**src/qeo_pkg.sv**
```systemverilog
/*
  Constants and carrier types for the quadrature encoder output block.
  Assumes a 100 MHz system clock and a phase word that covers one signal period.
*/
package qeo_pkg;

  // ----------------------------------------
  // Clock and widths
  // ----------------------------------------
  localparam int CLK_NS = 10;
  localparam int PHASE_W = 12;
  localparam int POS_W = 32;
  localparam int GAP_W = 8;
  localparam int FCODE_W = 4;
  localparam logic [POS_W-1:0] LAG_MAX = 32'h0000_0400;

  // ----------------------------------------
  // Variants of the switch tracks
  // ----------------------------------------
  localparam logic [1:0] VAR_TWO_SWITCH = 2'h0;
  localparam logic [1:0] VAR_SEL_REF = 2'h1;
  localparam logic [1:0] VAR_NO_SWITCH = 2'h2;

  // ----------------------------------------
  // Minimum edge separation per factor
  // ----------------------------------------
  localparam int GAP_X1_NS = 500;
  localparam int GAP_X2_NS = 250;
  localparam int GAP_X5_NS = 300;
  localparam int GAP_X10_NS = 300;
  localparam int GAP_X20_NS = 200;
  localparam int GAP_X25_NS = 200;
  localparam int GAP_X50_NS = 100;
  localparam int GAP_X100_NS = 100;
  localparam int GAP_X200_NS = 50;
  localparam logic [GAP_W-1:0] GAP_X1_CYC = GAP_W'((GAP_X1_NS + CLK_NS - 1) / CLK_NS);
  localparam logic [GAP_W-1:0] GAP_X2_CYC = GAP_W'((GAP_X2_NS + CLK_NS - 1) / CLK_NS);
  localparam logic [GAP_W-1:0] GAP_X5_CYC = GAP_W'((GAP_X5_NS + CLK_NS - 1) / CLK_NS);
  localparam logic [GAP_W-1:0] GAP_X10_CYC = GAP_W'((GAP_X10_NS + CLK_NS - 1) / CLK_NS);
  localparam logic [GAP_W-1:0] GAP_X20_CYC = GAP_W'((GAP_X20_NS + CLK_NS - 1) / CLK_NS);
  localparam logic [GAP_W-1:0] GAP_X25_CYC = GAP_W'((GAP_X25_NS + CLK_NS - 1) / CLK_NS);
  localparam logic [GAP_W-1:0] GAP_X50_CYC = GAP_W'((GAP_X50_NS + CLK_NS - 1) / CLK_NS);
  localparam logic [GAP_W-1:0] GAP_X100_CYC = GAP_W'((GAP_X100_NS + CLK_NS - 1) / CLK_NS);
  localparam logic [GAP_W-1:0] GAP_X200_CYC = GAP_W'((GAP_X200_NS + CLK_NS - 1) / CLK_NS);

  // ----------------------------------------
  // Types
  // ----------------------------------------
  typedef enum logic [1:0] {
    QEO_Q0 = 2'h0,
    QEO_Q1 = 2'h1,
    QEO_Q2 = 2'h3,
    QEO_Q3 = 2'h2
  } qeo_quad_type;

  typedef struct packed {
    logic pos;
    logic neg;
  } qeo_diff_type;

  typedef struct packed {
    logic started;
    logic [FCODE_W-1:0] fcode;
    logic [1:0] lastQuad;
    logic signed [POS_W-1:0] period;
    logic signed [POS_W-1:0] outCount;
    logic [GAP_W-1:0] gapCnt;
    qeo_quad_type quad;
    logic refPrev;
    logic refValid;
    logic signed [POS_W-1:0] refPos;
    logic lostPhase;
    qeo_diff_type trackA;
    qeo_diff_type trackB;
    qeo_diff_type refOut;
    qeo_diff_type faultOut;
    logic sw1;
    logic sw2;
  } qeo_state_type;

endpackage : qeo_pkg

```
**src/qeo_sync.sv**
```systemverilog
/*
  Three-stage input synchroniser with agreement filter.
  Assumes asynchronous pin inputs and one system clock.
*/
`timescale 1ns/1ps
module qeo_sync #(
  parameter int W = 1
) (
  input wire logic clk,
  input wire logic rst_n,
  input wire logic [W-1:0] din,
  output logic [W-1:0] dout
);

  logic [W-1:0] stage1_ff;
  logic [W-1:0] stage2_ff;
  logic [W-1:0] stage3_ff;
  logic [W-1:0] out_ff;

  // ----------------------------------------
  // Stages; a change counts once stages two and three agree
  // ----------------------------------------
  always_ff @(posedge clk or negedge rst_n) begin
    if (!rst_n) begin
      stage1_ff <= '0;
      stage2_ff <= '0;
      stage3_ff <= '0;
      out_ff <= '0;
    end else begin
      stage1_ff <= din;
      stage2_ff <= stage1_ff;
      stage3_ff <= stage2_ff;
      for (int i = 0; i < W; i++) begin
        if (stage2_ff[i] == stage3_ff[i]) begin
          out_ff[i] <= stage3_ff[i];
        end
      end
    end
  end

  assign dout = out_ff;

endmodule : qeo_sync

```
**src/qeo_top.sv**
```systemverilog
/*
  Digital output side of an incremental encoder scanning head: interpolator,
  quadrature track generation, reference pulse, fault and switch outputs.
  Assumes a phase word from the analog front end on clk, pins for the
  reference and switch tracks, and an RS-422 line driver fed by the pairs.
*/
// What this block does
// - Two tracks offset by a quarter period
// - Divide each period by fixed factor
// - One measuring step between consecutive edges
// - Minimum edge spacing set by factor
// - Reference pulse one increment, both directions
// - Fault output on faulty scanning signals
// - Selectable variant: one switch, second qualifies
// - No-switch variant: switch pins without function
// - Track, reference and fault outputs as differential pairs for RS-422
`timescale 1ns/1ps
module qeo_top
  import qeo_pkg::*;
#(
  parameter logic [1:0] VARIANT = VAR_TWO_SWITCH
) (
  input wire logic clk,
  input wire logic rst_n,
  input wire logic [FCODE_W-1:0] factorSel,
  input wire logic [PHASE_W-1:0] phaseIn,
  input wire logic signalBad,
  input wire logic refMarkPin,
  input wire logic switchTrackOnePin,
  input wire logic switchTrackTwoPin,
  output qeo_diff_type quad_track_a,
  output qeo_diff_type quad_track_b,
  output qeo_diff_type ref_pulse,
  output qeo_diff_type fault_output,
  output logic switch_output_one,
  output logic switch_output_two
);

  // ----------------------------------------
  // Factor decode
  // ----------------------------------------
  function automatic logic [7:0] factorOf(input logic [FCODE_W-1:0] code);
    unique case (code)
      4'h0: factorOf = 8'h01;
      4'h1: factorOf = 8'h02;
      4'h2: factorOf = 8'h05;
      4'h3: factorOf = 8'h0A;
      4'h4: factorOf = 8'h14;
      4'h5: factorOf = 8'h19;
      4'h6: factorOf = 8'h32;
      4'h7: factorOf = 8'h64;
      default: factorOf = 8'hC8;
    endcase
  endfunction : factorOf

  function automatic logic [GAP_W-1:0] gapOf(input logic [FCODE_W-1:0] code);
    unique case (code)
      4'h0: gapOf = GAP_X1_CYC;
      4'h1: gapOf = GAP_X2_CYC;
      4'h2: gapOf = GAP_X5_CYC;
      4'h3: gapOf = GAP_X10_CYC;
      4'h4: gapOf = GAP_X20_CYC;
      4'h5: gapOf = GAP_X25_CYC;
      4'h6: gapOf = GAP_X50_CYC;
      4'h7: gapOf = GAP_X100_CYC;
      default: gapOf = GAP_X200_CYC;
    endcase
  endfunction : gapOf

  function automatic qeo_quad_type quadStep(input qeo_quad_type q, input logic up);
    unique case (q)
      QEO_Q0: quadStep = up ? QEO_Q1 : QEO_Q3;
      QEO_Q1: quadStep = up ? QEO_Q2 : QEO_Q0;
      QEO_Q2: quadStep = up ? QEO_Q3 : QEO_Q1;
      QEO_Q3: quadStep = up ? QEO_Q0 : QEO_Q2;
    endcase
  endfunction : quadStep

  // ----------------------------------------
  // Pin synchronisers
  // ----------------------------------------
  logic [2:0] pinSync;

  qeo_sync #(
    .W(3)
  ) u_sync (
    .clk(clk),
    .rst_n(rst_n),
    .din({switchTrackTwoPin, switchTrackOnePin, refMarkPin}),
    .dout(pinSync)
  );

  // ----------------------------------------
  // State
  // ----------------------------------------
  qeo_state_type state_ff;
  qeo_state_type nxt_state;
  logic [7:0] factor;
  logic [PHASE_W+7:0] subProd;
  logic signed [POS_W-1:0] target;
  logic signed [POS_W-1:0] diff;
  logic [POS_W-1:0] lag;
  logic [1:0] quadIn;
  logic refQual;
  logic wrapUp;
  logic wrapDown;
  logic signed [POS_W-1:0] periodNow;

  assign factor = factorOf(state_ff.fcode);
  assign subProd = phaseIn * factor;
  assign quadIn = phaseIn[PHASE_W-1:PHASE_W-2];
  // Period unwrap applied in the same cycle as the new phase, so a wrap makes no false step
  assign wrapUp = state_ff.started && (state_ff.lastQuad == 2'h3) && (quadIn == 2'h0);
  assign wrapDown = state_ff.started && (state_ff.lastQuad == 2'h0) && (quadIn == 2'h3);
  assign periodNow = wrapUp ? state_ff.period + 32'sh1 : (wrapDown ? state_ff.period - 32'sh1 : state_ff.period);
  assign target = POS_W'(periodNow * $signed({1'b0, factor})) + $signed(POS_W'(subProd[PHASE_W+7:PHASE_W]));
  assign diff = target - state_ff.outCount;
  assign lag = diff[POS_W-1] ? POS_W'(-diff) : POS_W'(diff);
  assign refQual = (VARIANT == VAR_SEL_REF) ? pinSync[2] : 1'b1;

  always_comb begin
    nxt_state = state_ff;
    // Factor is a strap, taken once after reset release
    if (!state_ff.started) begin
      nxt_state.started = 1'b1;
      nxt_state.fcode = factorSel;
      nxt_state.lastQuad = quadIn;
    end else begin
      // Period unwrap from the phase quadrant
      nxt_state.lastQuad = quadIn;
      nxt_state.period = periodNow;
      if ((state_ff.lastQuad ^ quadIn) == 2'h2) begin
        nxt_state.lostPhase = 1'b1;
      end
      // One edge per step, spaced by the minimum separation
      if (state_ff.gapCnt != '0) begin
        nxt_state.gapCnt = state_ff.gapCnt - GAP_W'(1);
      end else if (diff != '0) begin
        nxt_state.outCount = diff[POS_W-1] ? state_ff.outCount - 32'sh1 : state_ff.outCount + 32'sh1;
        nxt_state.quad = quadStep(state_ff.quad, !diff[POS_W-1]);
        nxt_state.gapCnt = gapOf(state_ff.fcode) - GAP_W'(1);
      end
      // Reference mark capture
      nxt_state.refPrev = pinSync[0];
      if (pinSync[0] && !state_ff.refPrev && refQual) begin
        nxt_state.refValid = 1'b1;
        nxt_state.refPos = target;
      end
    end
    nxt_state.trackA.pos = nxt_state.quad[0];
    nxt_state.trackA.neg = !nxt_state.quad[0];
    nxt_state.trackB.pos = nxt_state.quad[1];
    nxt_state.trackB.neg = !nxt_state.quad[1];
    nxt_state.refOut.pos = nxt_state.refValid && (nxt_state.outCount == nxt_state.refPos);
    nxt_state.refOut.neg = !nxt_state.refOut.pos;
    nxt_state.faultOut.pos = state_ff.started && (signalBad || state_ff.lostPhase || (lag > LAG_MAX));
    nxt_state.faultOut.neg = !nxt_state.faultOut.pos;
    nxt_state.sw1 = (VARIANT == VAR_NO_SWITCH) ? 1'b0 : pinSync[1];
    nxt_state.sw2 = (VARIANT == VAR_TWO_SWITCH) ? pinSync[2] : 1'b0;
  end

  always_ff @(posedge clk or negedge rst_n) begin
    if (!rst_n) begin
      state_ff <= '{started: 1'b0, fcode: '0, lastQuad: 2'h0, period: '0, outCount: '0,
                    gapCnt: '0, quad: QEO_Q0, refPrev: 1'b0, refValid: 1'b0, refPos: '0,
                    lostPhase: 1'b0, trackA: 2'h1, trackB: 2'h1, refOut: 2'h1,
                    faultOut: 2'h1, sw1: 1'b0, sw2: 1'b0};
    end else begin
      state_ff <= nxt_state;
    end
  end

  // ----------------------------------------
  // Outputs
  // ----------------------------------------
  assign quad_track_a = state_ff.trackA;
  assign quad_track_b = state_ff.trackB;
  assign ref_pulse = state_ff.refOut;
  assign fault_output = state_ff.faultOut;
  assign switch_output_one = state_ff.sw1;
  assign switch_output_two = state_ff.sw2;

  // ----------------------------------------
  // Checks
  // ----------------------------------------
  logic [GAP_W-1:0] sinceEdge_ff;
  logic edgeNow;
  assign edgeNow = (state_ff.trackA.pos != nxt_state.trackA.pos) || (state_ff.trackB.pos != nxt_state.trackB.pos);

  always_ff @(posedge clk or negedge rst_n) begin
    if (!rst_n) begin
      sinceEdge_ff <= 8'hFF;
    end else if (edgeNow) begin
      sinceEdge_ff <= 8'h01;
    end else if (sinceEdge_ff != 8'hFF) begin
      sinceEdge_ff <= sinceEdge_ff + 8'h01;
    end
  end

  property p_quarter;
    @(posedge clk) disable iff (!rst_n)
      !($changed(quad_track_a.pos) && $changed(quad_track_b.pos));
  endproperty
  a_quarter: assert property (p_quarter) else $error("Both tracks changed together");

  property p_step;
    @(posedge clk) disable iff (!rst_n)
      ($changed(quad_track_a.pos) || $changed(quad_track_b.pos)) |->
        (state_ff.outCount - $past(state_ff.outCount) == 32'sh1) ||
        ($past(state_ff.outCount) - state_ff.outCount == 32'sh1);
  endproperty
  a_step: assert property (p_step) else $error("Edge did not move count by one step");

  property p_toward;
    @(posedge clk) disable iff (!rst_n)
      (state_ff.started && diff > 0 && state_ff.gapCnt == '0) |=> (state_ff.outCount == $past(state_ff.outCount) + 32'sh1);
  endproperty
  a_toward: assert property (p_toward) else $error("Count did not follow interpolated target");

  property p_spacing;
    @(posedge clk) disable iff (!rst_n)
      edgeNow |-> (sinceEdge_ff >= gapOf(state_ff.fcode));
  endproperty
  a_spacing: assert property (p_spacing) else $error("Edges closer than minimum separation");

  property p_ref;
    @(posedge clk) disable iff (!rst_n)
      ref_pulse.pos |-> (state_ff.refValid && state_ff.outCount == state_ff.refPos);
  endproperty
  a_ref: assert property (p_ref) else $error("Reference pulse off its increment");

  property p_fault;
    @(posedge clk) disable iff (!rst_n)
      (state_ff.started && signalBad) |=> fault_output.pos;
  endproperty
  a_fault: assert property (p_fault) else $error("Fault not raised on bad signal");

  property p_selref;
    @(posedge clk) disable iff (!rst_n)
      (VARIANT == VAR_SEL_REF) |-> !switch_output_two;
  endproperty
  a_selref: assert property (p_selref) else $error("Second switch active in selectable variant");

  property p_noswitch;
    @(posedge clk) disable iff (!rst_n)
      (VARIANT == VAR_NO_SWITCH) |-> (!switch_output_one && !switch_output_two);
  endproperty
  a_noswitch: assert property (p_noswitch) else $error("Switch output active without tracks");

  property p_diff;
    @(posedge clk) disable iff (!rst_n)
      (quad_track_a.neg == !quad_track_a.pos) && (quad_track_b.neg == !quad_track_b.pos) &&
      (ref_pulse.neg == !ref_pulse.pos) && (fault_output.neg == !fault_output.pos);
  endproperty
  a_diff: assert property (p_diff) else $error("Differential pair not complementary");

endmodule : qeo_top

```
**config.mk**
```make
export PLATFORM = sky130hd
export DESIGN_NAME = qeo_top
export DESIGN_NICKNAME = d
export VERILOG_FILES = /design/src/qeo_pkg.sv /design/src/qeo_sync.sv /design/src/qeo_top.sv
export SDC_FILE = /design/constraint.sdc
export NUM_CORES = 1
export LEC_CHECK = 0
export BUFFER_PORTS_ARGS = -buffer_cell sky130_fd_sc_hd__clkbuf_2
export CAP_MARGIN = 20
export CORE_MARGIN = 8
export CORE_UTILIZATION = 34
export DETAILED_ROUTE_END_ITERATION = 10
export SYNTH_ARGS = -nofsm -noshare
export SYNTH_HDL_FRONTEND = slang
export SYNTH_SLANG_ARGS = --single-unit
```
**constraint.sdc**
```tcl
create_clock -name clk -period 28.7 [get_ports clk]
set_input_delay 1.435 -clock clk [delete_from_list [all_inputs] [get_ports clk]]
set_output_delay 1.435 -clock clk [all_outputs]
set_load 0.01 [all_outputs]
```
==> results of run 1 <==
cells by family (layout without fill, tap and decap cells):
kind of cell    Yosys count  count (layout)
fa+ha+maj               430             430
mux                      25              25
other cells               1               1
flops                   136             136
buf+inv                 484             487
compound gates          469             469
xor+xnor                166             166
simple gates            805             805
cell usage after synthesis (7+ instances only):
master	instances
inv_1	393
nor2_1	319
fa_1	221
ha_1	206
nand2_1	170
dfrtp_1	132
a21oi_1	119
xnor2_1	116
o21ai_0	85
clkbuf_1	71
and2_1	68
xor2_1	47
a21o_1	44
nand3_1	43
nor3_1	40
nor2b_1	25
o21a_1	25
a31oi_1	22
and3_1	21
nand4_1	21
or3_1	20
o211ai_1	14
a211oi_1	13
o31ai_1	13
or2_2	13
or4_1	13
and4_1	12
mux2_2	11
mux2i_1	11
nand2b_1	11
o21bai_1	10
o22ai_1	10
o2111ai_1	9
buf_4	8
nor3b_1	8
o31a_1	8
a211o_1	7
a221oi_1	7
nor4_1	7
worst max-delay path: cells and delay by family (launching register included):
family	cells	cell delay [ns]
AOI/OAI and AO/OA	26	6.04
and+or+nand+nor	14	3.26
buffers and inverters	9	2.33
xor gates and xnor gates	4	0.69
DFF	1	0.36
adders and majority gates	9	3.92
registers in the layout, indices dropped and copies added, names as in the netlist:
signal             flops
fault_output           2
quad_track_a           1
quad_track_b           1
ref_pulse              2
state_ff             116
switch_output_one      1
switch_output_two      1
u_sync.dout            3
u_sync.stage1_ff       3
u_sync.stage2_ff       3
u_sync.stage3_ff       3
placed cells by master, fill, tap and decap left out, drive strengths merged, types with 22 or more instances in the layout:
master / instances
dfrtp: 132
inv: 401
xor2: 47
a21oi: 119
and3: 22
a21o: 44
xnor2: 116
clkbuf: 50
buf: 29
nand2: 170
and2: 68
a31oi: 22
nor2: 319
ha: 206
fa: 221
o21a: 25
o21ai: 86
nand3: 43
nor2b: 25
nor3: 40
layer usage:
layer  vias up  global-route usage  wire, um
met1      8526               0.232     27100
li1       8322                   -         -
met3        94              0.0267      2880
met5         -                   0         0
met4         0              0.0562      1560
met2       440               0.263     25900
final cells by class:
cell class,count,area share
Sequential cell,136,0.150
Multi-Input combinational cell,1896,0.696
Tap cell,790,0.0436
Inverter,395,0.0654
Timing Repair Buffer,60,0.0194
Clock inverter,13,0.00585
Clock buffer,19,0.0195
through the flow:
step                      instances   util
after floorplan                2516      -
after global placement         3272  0.358
after detailed placement       3274  0.359
after CTS                      3306  0.368
after global routing           3309  0.369
final                          3309  0.369
worst min path at each step:
| stage | from | end | slack (ns) |
|---|---|---|---|
| after floorplan | u_sync.stage1_ff[0] | u_sync.stage2_ff[0] | 0.33 |
| after global placement | u_sync.stage1_ff[1] | u_sync.stage2_ff[1] | 0.33 |
| after detailed placement | u_sync.stage1_ff[1] | u_sync.stage2_ff[1] | 0.34 |
| after CTS | u_sync.stage1_ff[1] | u_sync.stage2_ff[1] | 0.36 |
| after global routing | u_sync.stage1_ff[2] | u_sync.stage2_ff[2] | 0.37 |
| final | u_sync.stage1_ff[1] | u_sync.stage2_ff[1] | 0.35 |
==> run metrics, run 1 <==
status=complete, no violations; Post-synth ARST share=1.00; Worst Path Max Fanout=46; Setup crit start=state_ff[124]; worst clock skew=between 0.015 and 0.02 ns; Final Hold Viols=0; largest family of logic cells by synthesized area=adder cells; post-synthesis simple-gate area fraction=0.181; Post-Syn Area per Cell=about 8.4 um2; critical path's slowest cell=inv_1; ANT nets after route=0; most used cell, CP=fa_1; gr ovfl total=0; max-cap violations=0; FF+latch count, synth=136; Sequential cell area=0.00341 mm2; Vias/cell=between 5 and 6; mux cell area share after synthesis=0.0129; drt pass-1 iters=6; Synth Flop Type=dfrtp_1; final hold slack=roughly 0.35 ns; XOR/XNOR share of the synthesized area=0.0711; Die W=~260 um; hpwl dp=46200 um; post-cts gate resize count=0; R2R depth=62; initial core utilization=0.342; Clock Latency Late Sink=approximately 0.47 ns; Area growth syn-to-layout=7.76%; Worst Tran Pin Value=1.10 ns; worst endpoint required time=29.10 ns; post-synthesis adder-cell area fraction=0.334; share of the synthesized area in the top cell type=0.210; Die Y=265 um; Arrival @ worst endpoint=between 15 and 20 ns; DP Area=0.0221 mm2; final period utilization=0.583; input/output buffers=31; buffer count from post-CTS setup fixing=0; worst setup path category=flop to flop; die area=~0.07 mm2; CTS Hold Bufs=0; area occupied by multi-input gates=around 0.016 mm2; setup TNS=0 ns; Area contributors post-synth=fa_1, dfrtp_1, ha_1; WL final=57500 um; Critical Path Start Type=flop; Cells after Synth=2516; largest net degree at the start of global routing=70; site row count=91; flop-to-flop setup slack=11.96 ns; Slowest Stage Delay on Critical Path=0.79 ns; number of antenna violations at the first check in global routing=0; Placer Congestion=a little over 0.9; EDFF count, synth=0; Starting DRT DRC Count=1340; worst slack, placed=11.59 ns; vias in the first global route=17900; final layout net count=roughly 3000; Vias=roughly 17000; # DRC=0; HP Class=flop to flop; Hold Crit Depth=0; CTS tree=yes; Worst Setup EP=ref_pulse[1]; fin area=0.0227 mm2; Period minus WS final=16.74 ns; DR WL/cell=17.4 um; R2R Path End=ref_pulse[1]; Setup crit end kind=flop; Clock Tree Buf Depth=2; Ant. Diodes=0; Top Ports=32; max-slew violations=0; Total GRT Usage=0.167; Clock Tree Root=clkbuf_16; RSZ-0062 raised after global routing=no; yosys warns=0; layout cells sized above 1=0.0564; total nets after synthesis=2965; sequential share of the synthesized area=0.162; htree depth=4; worst rel slew slack=0.262; Worst Slack Setup Final=roughly 12 ns; Synth area leader=fa_1; Core Region=slightly above 0.06 mm2; Setup violations, final=0; fmax=59.7 MHz; filler cell count in the final layout=6268; global-route wire length before repair=95300 um; post-synth cell types=87; cts bufs inserted=17; post-synthesis instance area=0.0211 mm2; clock sink count=136; clock-pin slew of the registers on the worst-case setup and hold paths=0.07 ns; Reg-to-Reg Start=state_ff[124]; Compound-Gate Fraction of Synth Area=0.150
Power of run 1 is left out: the tool's default activity adds up to more than one toggle a clock period on the data nets, which glitch-free logic cannot reach.
==> inputs of run 2 (changes only) <==
==> constraint.sdc (replaced) <==
create_clock -name clk -period 13.4 [get_ports clk]
set_input_delay 0.67 -clock clk [delete_from_list [all_inputs] [get_ports clk]]
set_output_delay 0.67 -clock clk [all_outputs]
set_load 0.01 [all_outputs]
==> run metrics, run 2 (synthesis results as in run 1) <==
Area growth syn-to-layout=22.7%; max-cap violations=0 (unchanged); Final Hold Viols=0 (unchanged); Post-Layout Cell Count=3609 (+9.1%); R2R Path End=ref_pulse[1]; WL met2=29200 um (+13%); WL final=61400 um (+6.8%); wire length on met1=28200 um (+4.1%); initial core utilization=0.342 (unchanged); clock sink count=136 (unchanged); Ant. Diodes=0 (unchanged); cts bufs inserted=17 (unchanged); HP Class=primary input to async pin; final layout net count=3255 (+10%); Core Region=0.0615 mm2 (unchanged); hpwl dp=49600 um (+7.4%); status=finished, violations left; ANT nets after route=0 (unchanged); Worst Tran Pin Value=1.09 ns (-0.0163 ns); input/output buffers=31 (unchanged); Setup crit end kind=flop; R2R depth=58 (-6.5%); worst clock skew=0.0203 ns (+0.000485 ns); Die Y=265 um (unchanged); most frequent cells in the layout=inv_1, buf_4, nor2_1; max FFs per register=116 (unchanged); flop-to-flop setup slack=-0.10 ns (-12.06 ns); CTS Hold Bufs=0 (unchanged); largest net degree at the start of global routing=74 (+5.7%); Starting DRT DRC Count=1271 (-5.1%); Clock Latency Late Sink=0.47 ns (about the same); gr ovfl total=0 (unchanged); Top delay family on crit path=compound AO/OA/AOI/OAI gates; global-route wire length before repair=101000 um (+6.1%); Arrival @ worst endpoint=13.90 ns (-3.24 ns); number of antenna violations at the first check in global routing=0 (unchanged); DR WL/cell=17.0 um (-2.1%); Vias/cell=5.18 (-1.3%); Die W=265 um (unchanged); Reg-to-Reg Start=state_ff[121]; Period minus WS final=13.50 ns (-3.24 ns); final period utilization=1.01 (+0.424); failing checks=negative setup slack; layout cells sized above 1=0.200 (+0.144); drt pass-1 iters=8 (+2); final hold slack=0.210 ns (-0.141 ns); WP depth=58 (-6.5%); RSZ-0062 raised after global routing=yes; Clock Tree Buf Depth=2 (unchanged); worst endpoint required time=13.80 ns (-15.30 ns); worst setup path category=flop to flop; critical path's slowest cell=fa_1; Top Ports=32 (unchanged); Clock Tree Root=clkbuf_16; die area=0.0701 mm2 (unchanged); CP Buf/Inv Count=7 (-2); fmax=74.0 MHz (+24%); # DRC=0 (unchanged); Critical Path Start Type=flop; vias in the first global route=19300 (+7.8%); Setup violations, final=2 (+2); htree depth=4 (unchanged); site row count=91 (unchanged); CTS tree=yes; Placer Congestion=0.947 (+1.7%); Cells after DPL=3535 (+8.0%); Worst Slack Setup Final=-0.104 ns (-12.06 ns); Vias=18700 (+7.6%); most used cell, CP=fa_1; Worst Path Max Fanout=7 (-85%); Total GRT Usage=0.176 (+0.00935); worst rel slew slack=0.270 (+0.00838); most common cell after layout, fill and taps aside=inv_1; met3 routed wirelength=2540 um (-12%); Biggest register=state_ff; top sig layer=met4; Slowest Stage Delay on Critical Path=0.55 ns (-0.24 ns); max-slew violations=0 (unchanged); clock-pin slew of the registers on the worst-case setup and hold paths=0.07 ns (about the same)
run 2: final cells by class:
cell class / instances / area [um2]
clock buffer: 18 / 439
clock inverter: 14 / 151
fill: 6006 / 35600
inverter: 395 / 1490
multi-input combinational: 1896 / 16700
sequential: 136 / 3410
tap: 790 / 988
timing repair buffer: 360 / 2700
run 2: how the worst max path moves through the flow:
stage / slack [ns] / from / endpoint
floorplan: 0.006 / state_ff[121] / ref_pulse[1]
global placement: -0.77 / state_ff[121] / ref_pulse[1]
global route: -0.70 / state_ff[121] / ref_pulse[1]
CTS: -0.17 / state_ff[122] / ref_pulse[1]
finish: -0.10 / state_ff[121] / ref_pulse[1]
detailed placement: -1.08 / state_ff[121] / ref_pulse[1]
run 2: stage by stage:
stage | cell area (um2) | TNS (ns) | setup WS [ns] | utilization
2_1_floorplan | 21200 | 0 | 0.00589 | -
3_3_place_gp | 24200 | -1.65 | -0.770 | 0.393
3_5_place_dp | 24200 | -3.15 | -1.08 | 0.393
4_1_cts | 25400 | -0.287 | -0.174 | 0.413
5_1_grt | 25800 | -1.53 | -0.698 | 0.420
6_report | 25800 | -0.148 | -0.104 | 0.420
run 2: timing repair:
action                                  4_1_cts  5_1_grt
buffers inserted                             27       16
gates cloned                                  1        0
pin swaps                                    74       73
gates resized for setup                      87       68
endpoints found under the hold margin         0        0
endpoints found under the setup margin        5        6
run 2: routing by layer:
metal  GRT usage  up-vias
li1            -     8950
met1       0.239     9242
met2       0.295      437
met3      0.0236       74
met4      0.0436        0
met5           0        -
Power of run 2 is left out for the same reason.
==> inputs of run 3 (changes only) <==
--- a/config.mk
+++ b/config.mk
@@ -7,9 +7,12 @@
 export LEC_CHECK = 0
 export BUFFER_PORTS_ARGS = -buffer_cell sky130_fd_sc_hd__clkbuf_2
 export CAP_MARGIN = 20
+export CELL_PAD_IN_SITES_DETAIL_PLACEMENT = 0
+export CELL_PAD_IN_SITES_GLOBAL_PLACEMENT = 1
 export CORE_MARGIN = 8
 export CORE_UTILIZATION = 34
 export DETAILED_ROUTE_END_ITERATION = 10
+export PLACE_DENSITY_LB_ADDON = 0.1
 export SYNTH_ARGS = -nofsm -noshare
 export SYNTH_HDL_FRONTEND = slang
 export SYNTH_SLANG_ARGS = --single-unit
==> run metrics, run 3 (synthesis results as in run 1) <==
most frequent cells in the layout=buf_4, inv_1, nor2_1; Final Hold Viols=0 (unchanged); final hold slack=0.267 ns (+0.0571 ns); RSZ-0062 raised after global routing=yes; cts bufs inserted=17 (unchanged); drt pass-1 iters=5 (-3); input/output buffers=31 (unchanged); vias in the first global route=19500 (+0.85%); Reg-to-Reg Start=state_ff[122]; Vias/cell=5.01 (-3.3%); worst endpoint required time=13.83 ns (+0.03 ns); Worst Path Max Fanout=6 (-1); initial core utilization=0.342 (unchanged); gr ovfl total=0 (unchanged); critical path's slowest cell=or4_4; # DRC=0 (unchanged); Placer Congestion=0.892 (-5.8%); CTS tree=yes; ANT nets after route=0 (unchanged); layout cells sized above 1=0.232 (+0.0319); Setup violations, final=2 (unchanged); max-slew violations=0 (unchanged); Worst Tran Pin Value=0.898 ns (-0.189 ns); number of antenna violations at the first check in global routing=1 (+1); WL final=66400 um (+8.2%); max FFs per register=116 (unchanged); Biggest register=state_ff; Setup crit end kind=flop; site row count=91 (unchanged); most used cell, CP=a21o_1; R2R depth=64 (+10%); clock-pin slew of the registers on the worst-case setup and hold paths=0.08 ns (about the same); Critical Path Start Type=flop; largest net degree at the start of global routing=75 (+1.4%); final period utilization=1.01 (+0.00641); Cells after DPL=3587 (+1.5%); DR WL/cell=18.0 um (+5.6%); Layout Utilization=0.433 (+0.0133); flop-to-flop setup slack=-0.19 ns (-0.09 ns); status=finished, violations left; Top Ports=32 (unchanged); CP Buf/Inv Count=9 (+2); Top delay family on crit path=compound AO/OA/AOI/OAI gates; hpwl dp=53600 um (+8.0%); clock sink count=136 (unchanged); die area=0.0701 mm2 (unchanged); Period minus WS final=13.59 ns (+0.0859 ns); Die W=265 um (unchanged); HP Class=primary input to async pin; Clock Tree Root=clkbuf_16; final layout net count=3342 (+2.7%); Ant. Diodes=0 (unchanged); Clock Latency Late Sink=0.49 ns (+0.02 ns); Clock Tree Buf Depth=2 (unchanged); Vias=18500 (-0.95%); Die Y=265 um (unchanged); worst rel slew slack=0.401 (+0.131); Post-Layout Cell Count=3696 (+2.4%); Starting DRT DRC Count=899 (-29%); htree depth=4 (unchanged); global-route wire length before repair=108000 um (+6.5%); Total GRT Usage=0.193 (+0.0164); most common cell after layout, fill and taps aside=buf_4; Core Region=0.0615 mm2 (unchanged); Worst Slack Setup Final=-0.190 ns (-0.0859 ns); max-cap violations=0 (unchanged); fmax=73.6 MHz (-0.63%); R2R Path End=ref_pulse[1]; Arrival @ worst endpoint=14.02 ns (+0.12 ns); failing checks=negative setup slack; worst setup path category=flop to flop; Slowest Stage Delay on Critical Path=0.54 ns (about the same); Area growth syn-to-layout=26.6%; worst slack, placed=-1.04 ns (+0.0353 ns); worst clock skew=0.0219 ns (+0.00159 ns)
-- run 3: changes by cell type in the layout (fill, tap and decap cells not counted), moves of 3 or more --
cell	change
inv_1	-4
nor2_4	+8
nor2_2	+3
inv_2	+5
o21ai_1	+3
buf_4	+88
ha_1	-14
buf_6	-3
ha_4	+12
nor2_1	-11
-- run 3: final cells by class --
| type | count | area [um2] |
|---|---|---|
| Fill cell | 6196 | 34800 |
| Multi-Input combinational cell | 1896 | 16800 |
| Sequential cell | 136 | 3410 |
| Timing Repair Buffer | 447 | 3360 |
| Inverter | 395 | 1490 |
| Tap cell | 790 | 988 |
| Clock buffer | 17 | 425 |
| Clock inverter | 15 | 198 |
-- run 3: routing by layer --
layer | vias to the layer above | global-route usage | share of wire
met4 | 0 | 0.0733 | 0.034
met5 | - | 0 | 0
met3 | 84 | 0.0192 | 0.024
met2 | 298 | 0.313 | 0.47
li1 | 9144 | - | -
met1 | 9000 | 0.263 | 0.48
-- run 3: worst max-delay path by stage --
stage | start | cells after the start | to | slack [ns]
CTS | state_ff[122] | 64 | ref_pulse[1] | -0.39
global placement | state_ff[121] | 61 | ref_pulse[1] | -0.91
floorplan | state_ff[121] | 62 | ref_pulse[1] | 0.006
finish | state_ff[122] | 64 | ref_pulse[1] | -0.19
global route | state_ff[122] | 66 | ref_pulse[1] | -0.83
detailed placement | state_ff[121] | 62 | ref_pulse[1] | -1.04
-- run 3: per-stage QoR --
step,setup TNS [ns],cell area [um2]
after CTS,-0.715,26100
after detailed placement,-2.77,24600
after global placement,-2.01,24600
after global routing,-1.81,26700
final,-0.310,26700
after floorplan,0,21200
-- run 3: repair_timing --
action | in CTS | in global routing
endpoints found under the hold margin | 0 | 0
resized for setup | 94 | 85
buffers inserted | 60 | 19
endpoints found under the setup margin | 5 | 6
hold buffers | 0 | 0
cloned | 1 | 0
pin swaps | 85 | 89
-- run 3: worst reg2reg max path, delay by kind of cell (launching register included) --
| kind | cells | cell delay (ns) |
|---|---|---|
| xor+xnor | 4 | 0.72 |
| fa+ha+maj | 10 | 3.60 |
| compound gates | 26 | 4.48 |
| buf+inv | 9 | 1.11 |
| flops | 1 | 0.45 |
| simple gates | 15 | 3.21 |
Power of run 3 is left out for the same reason.
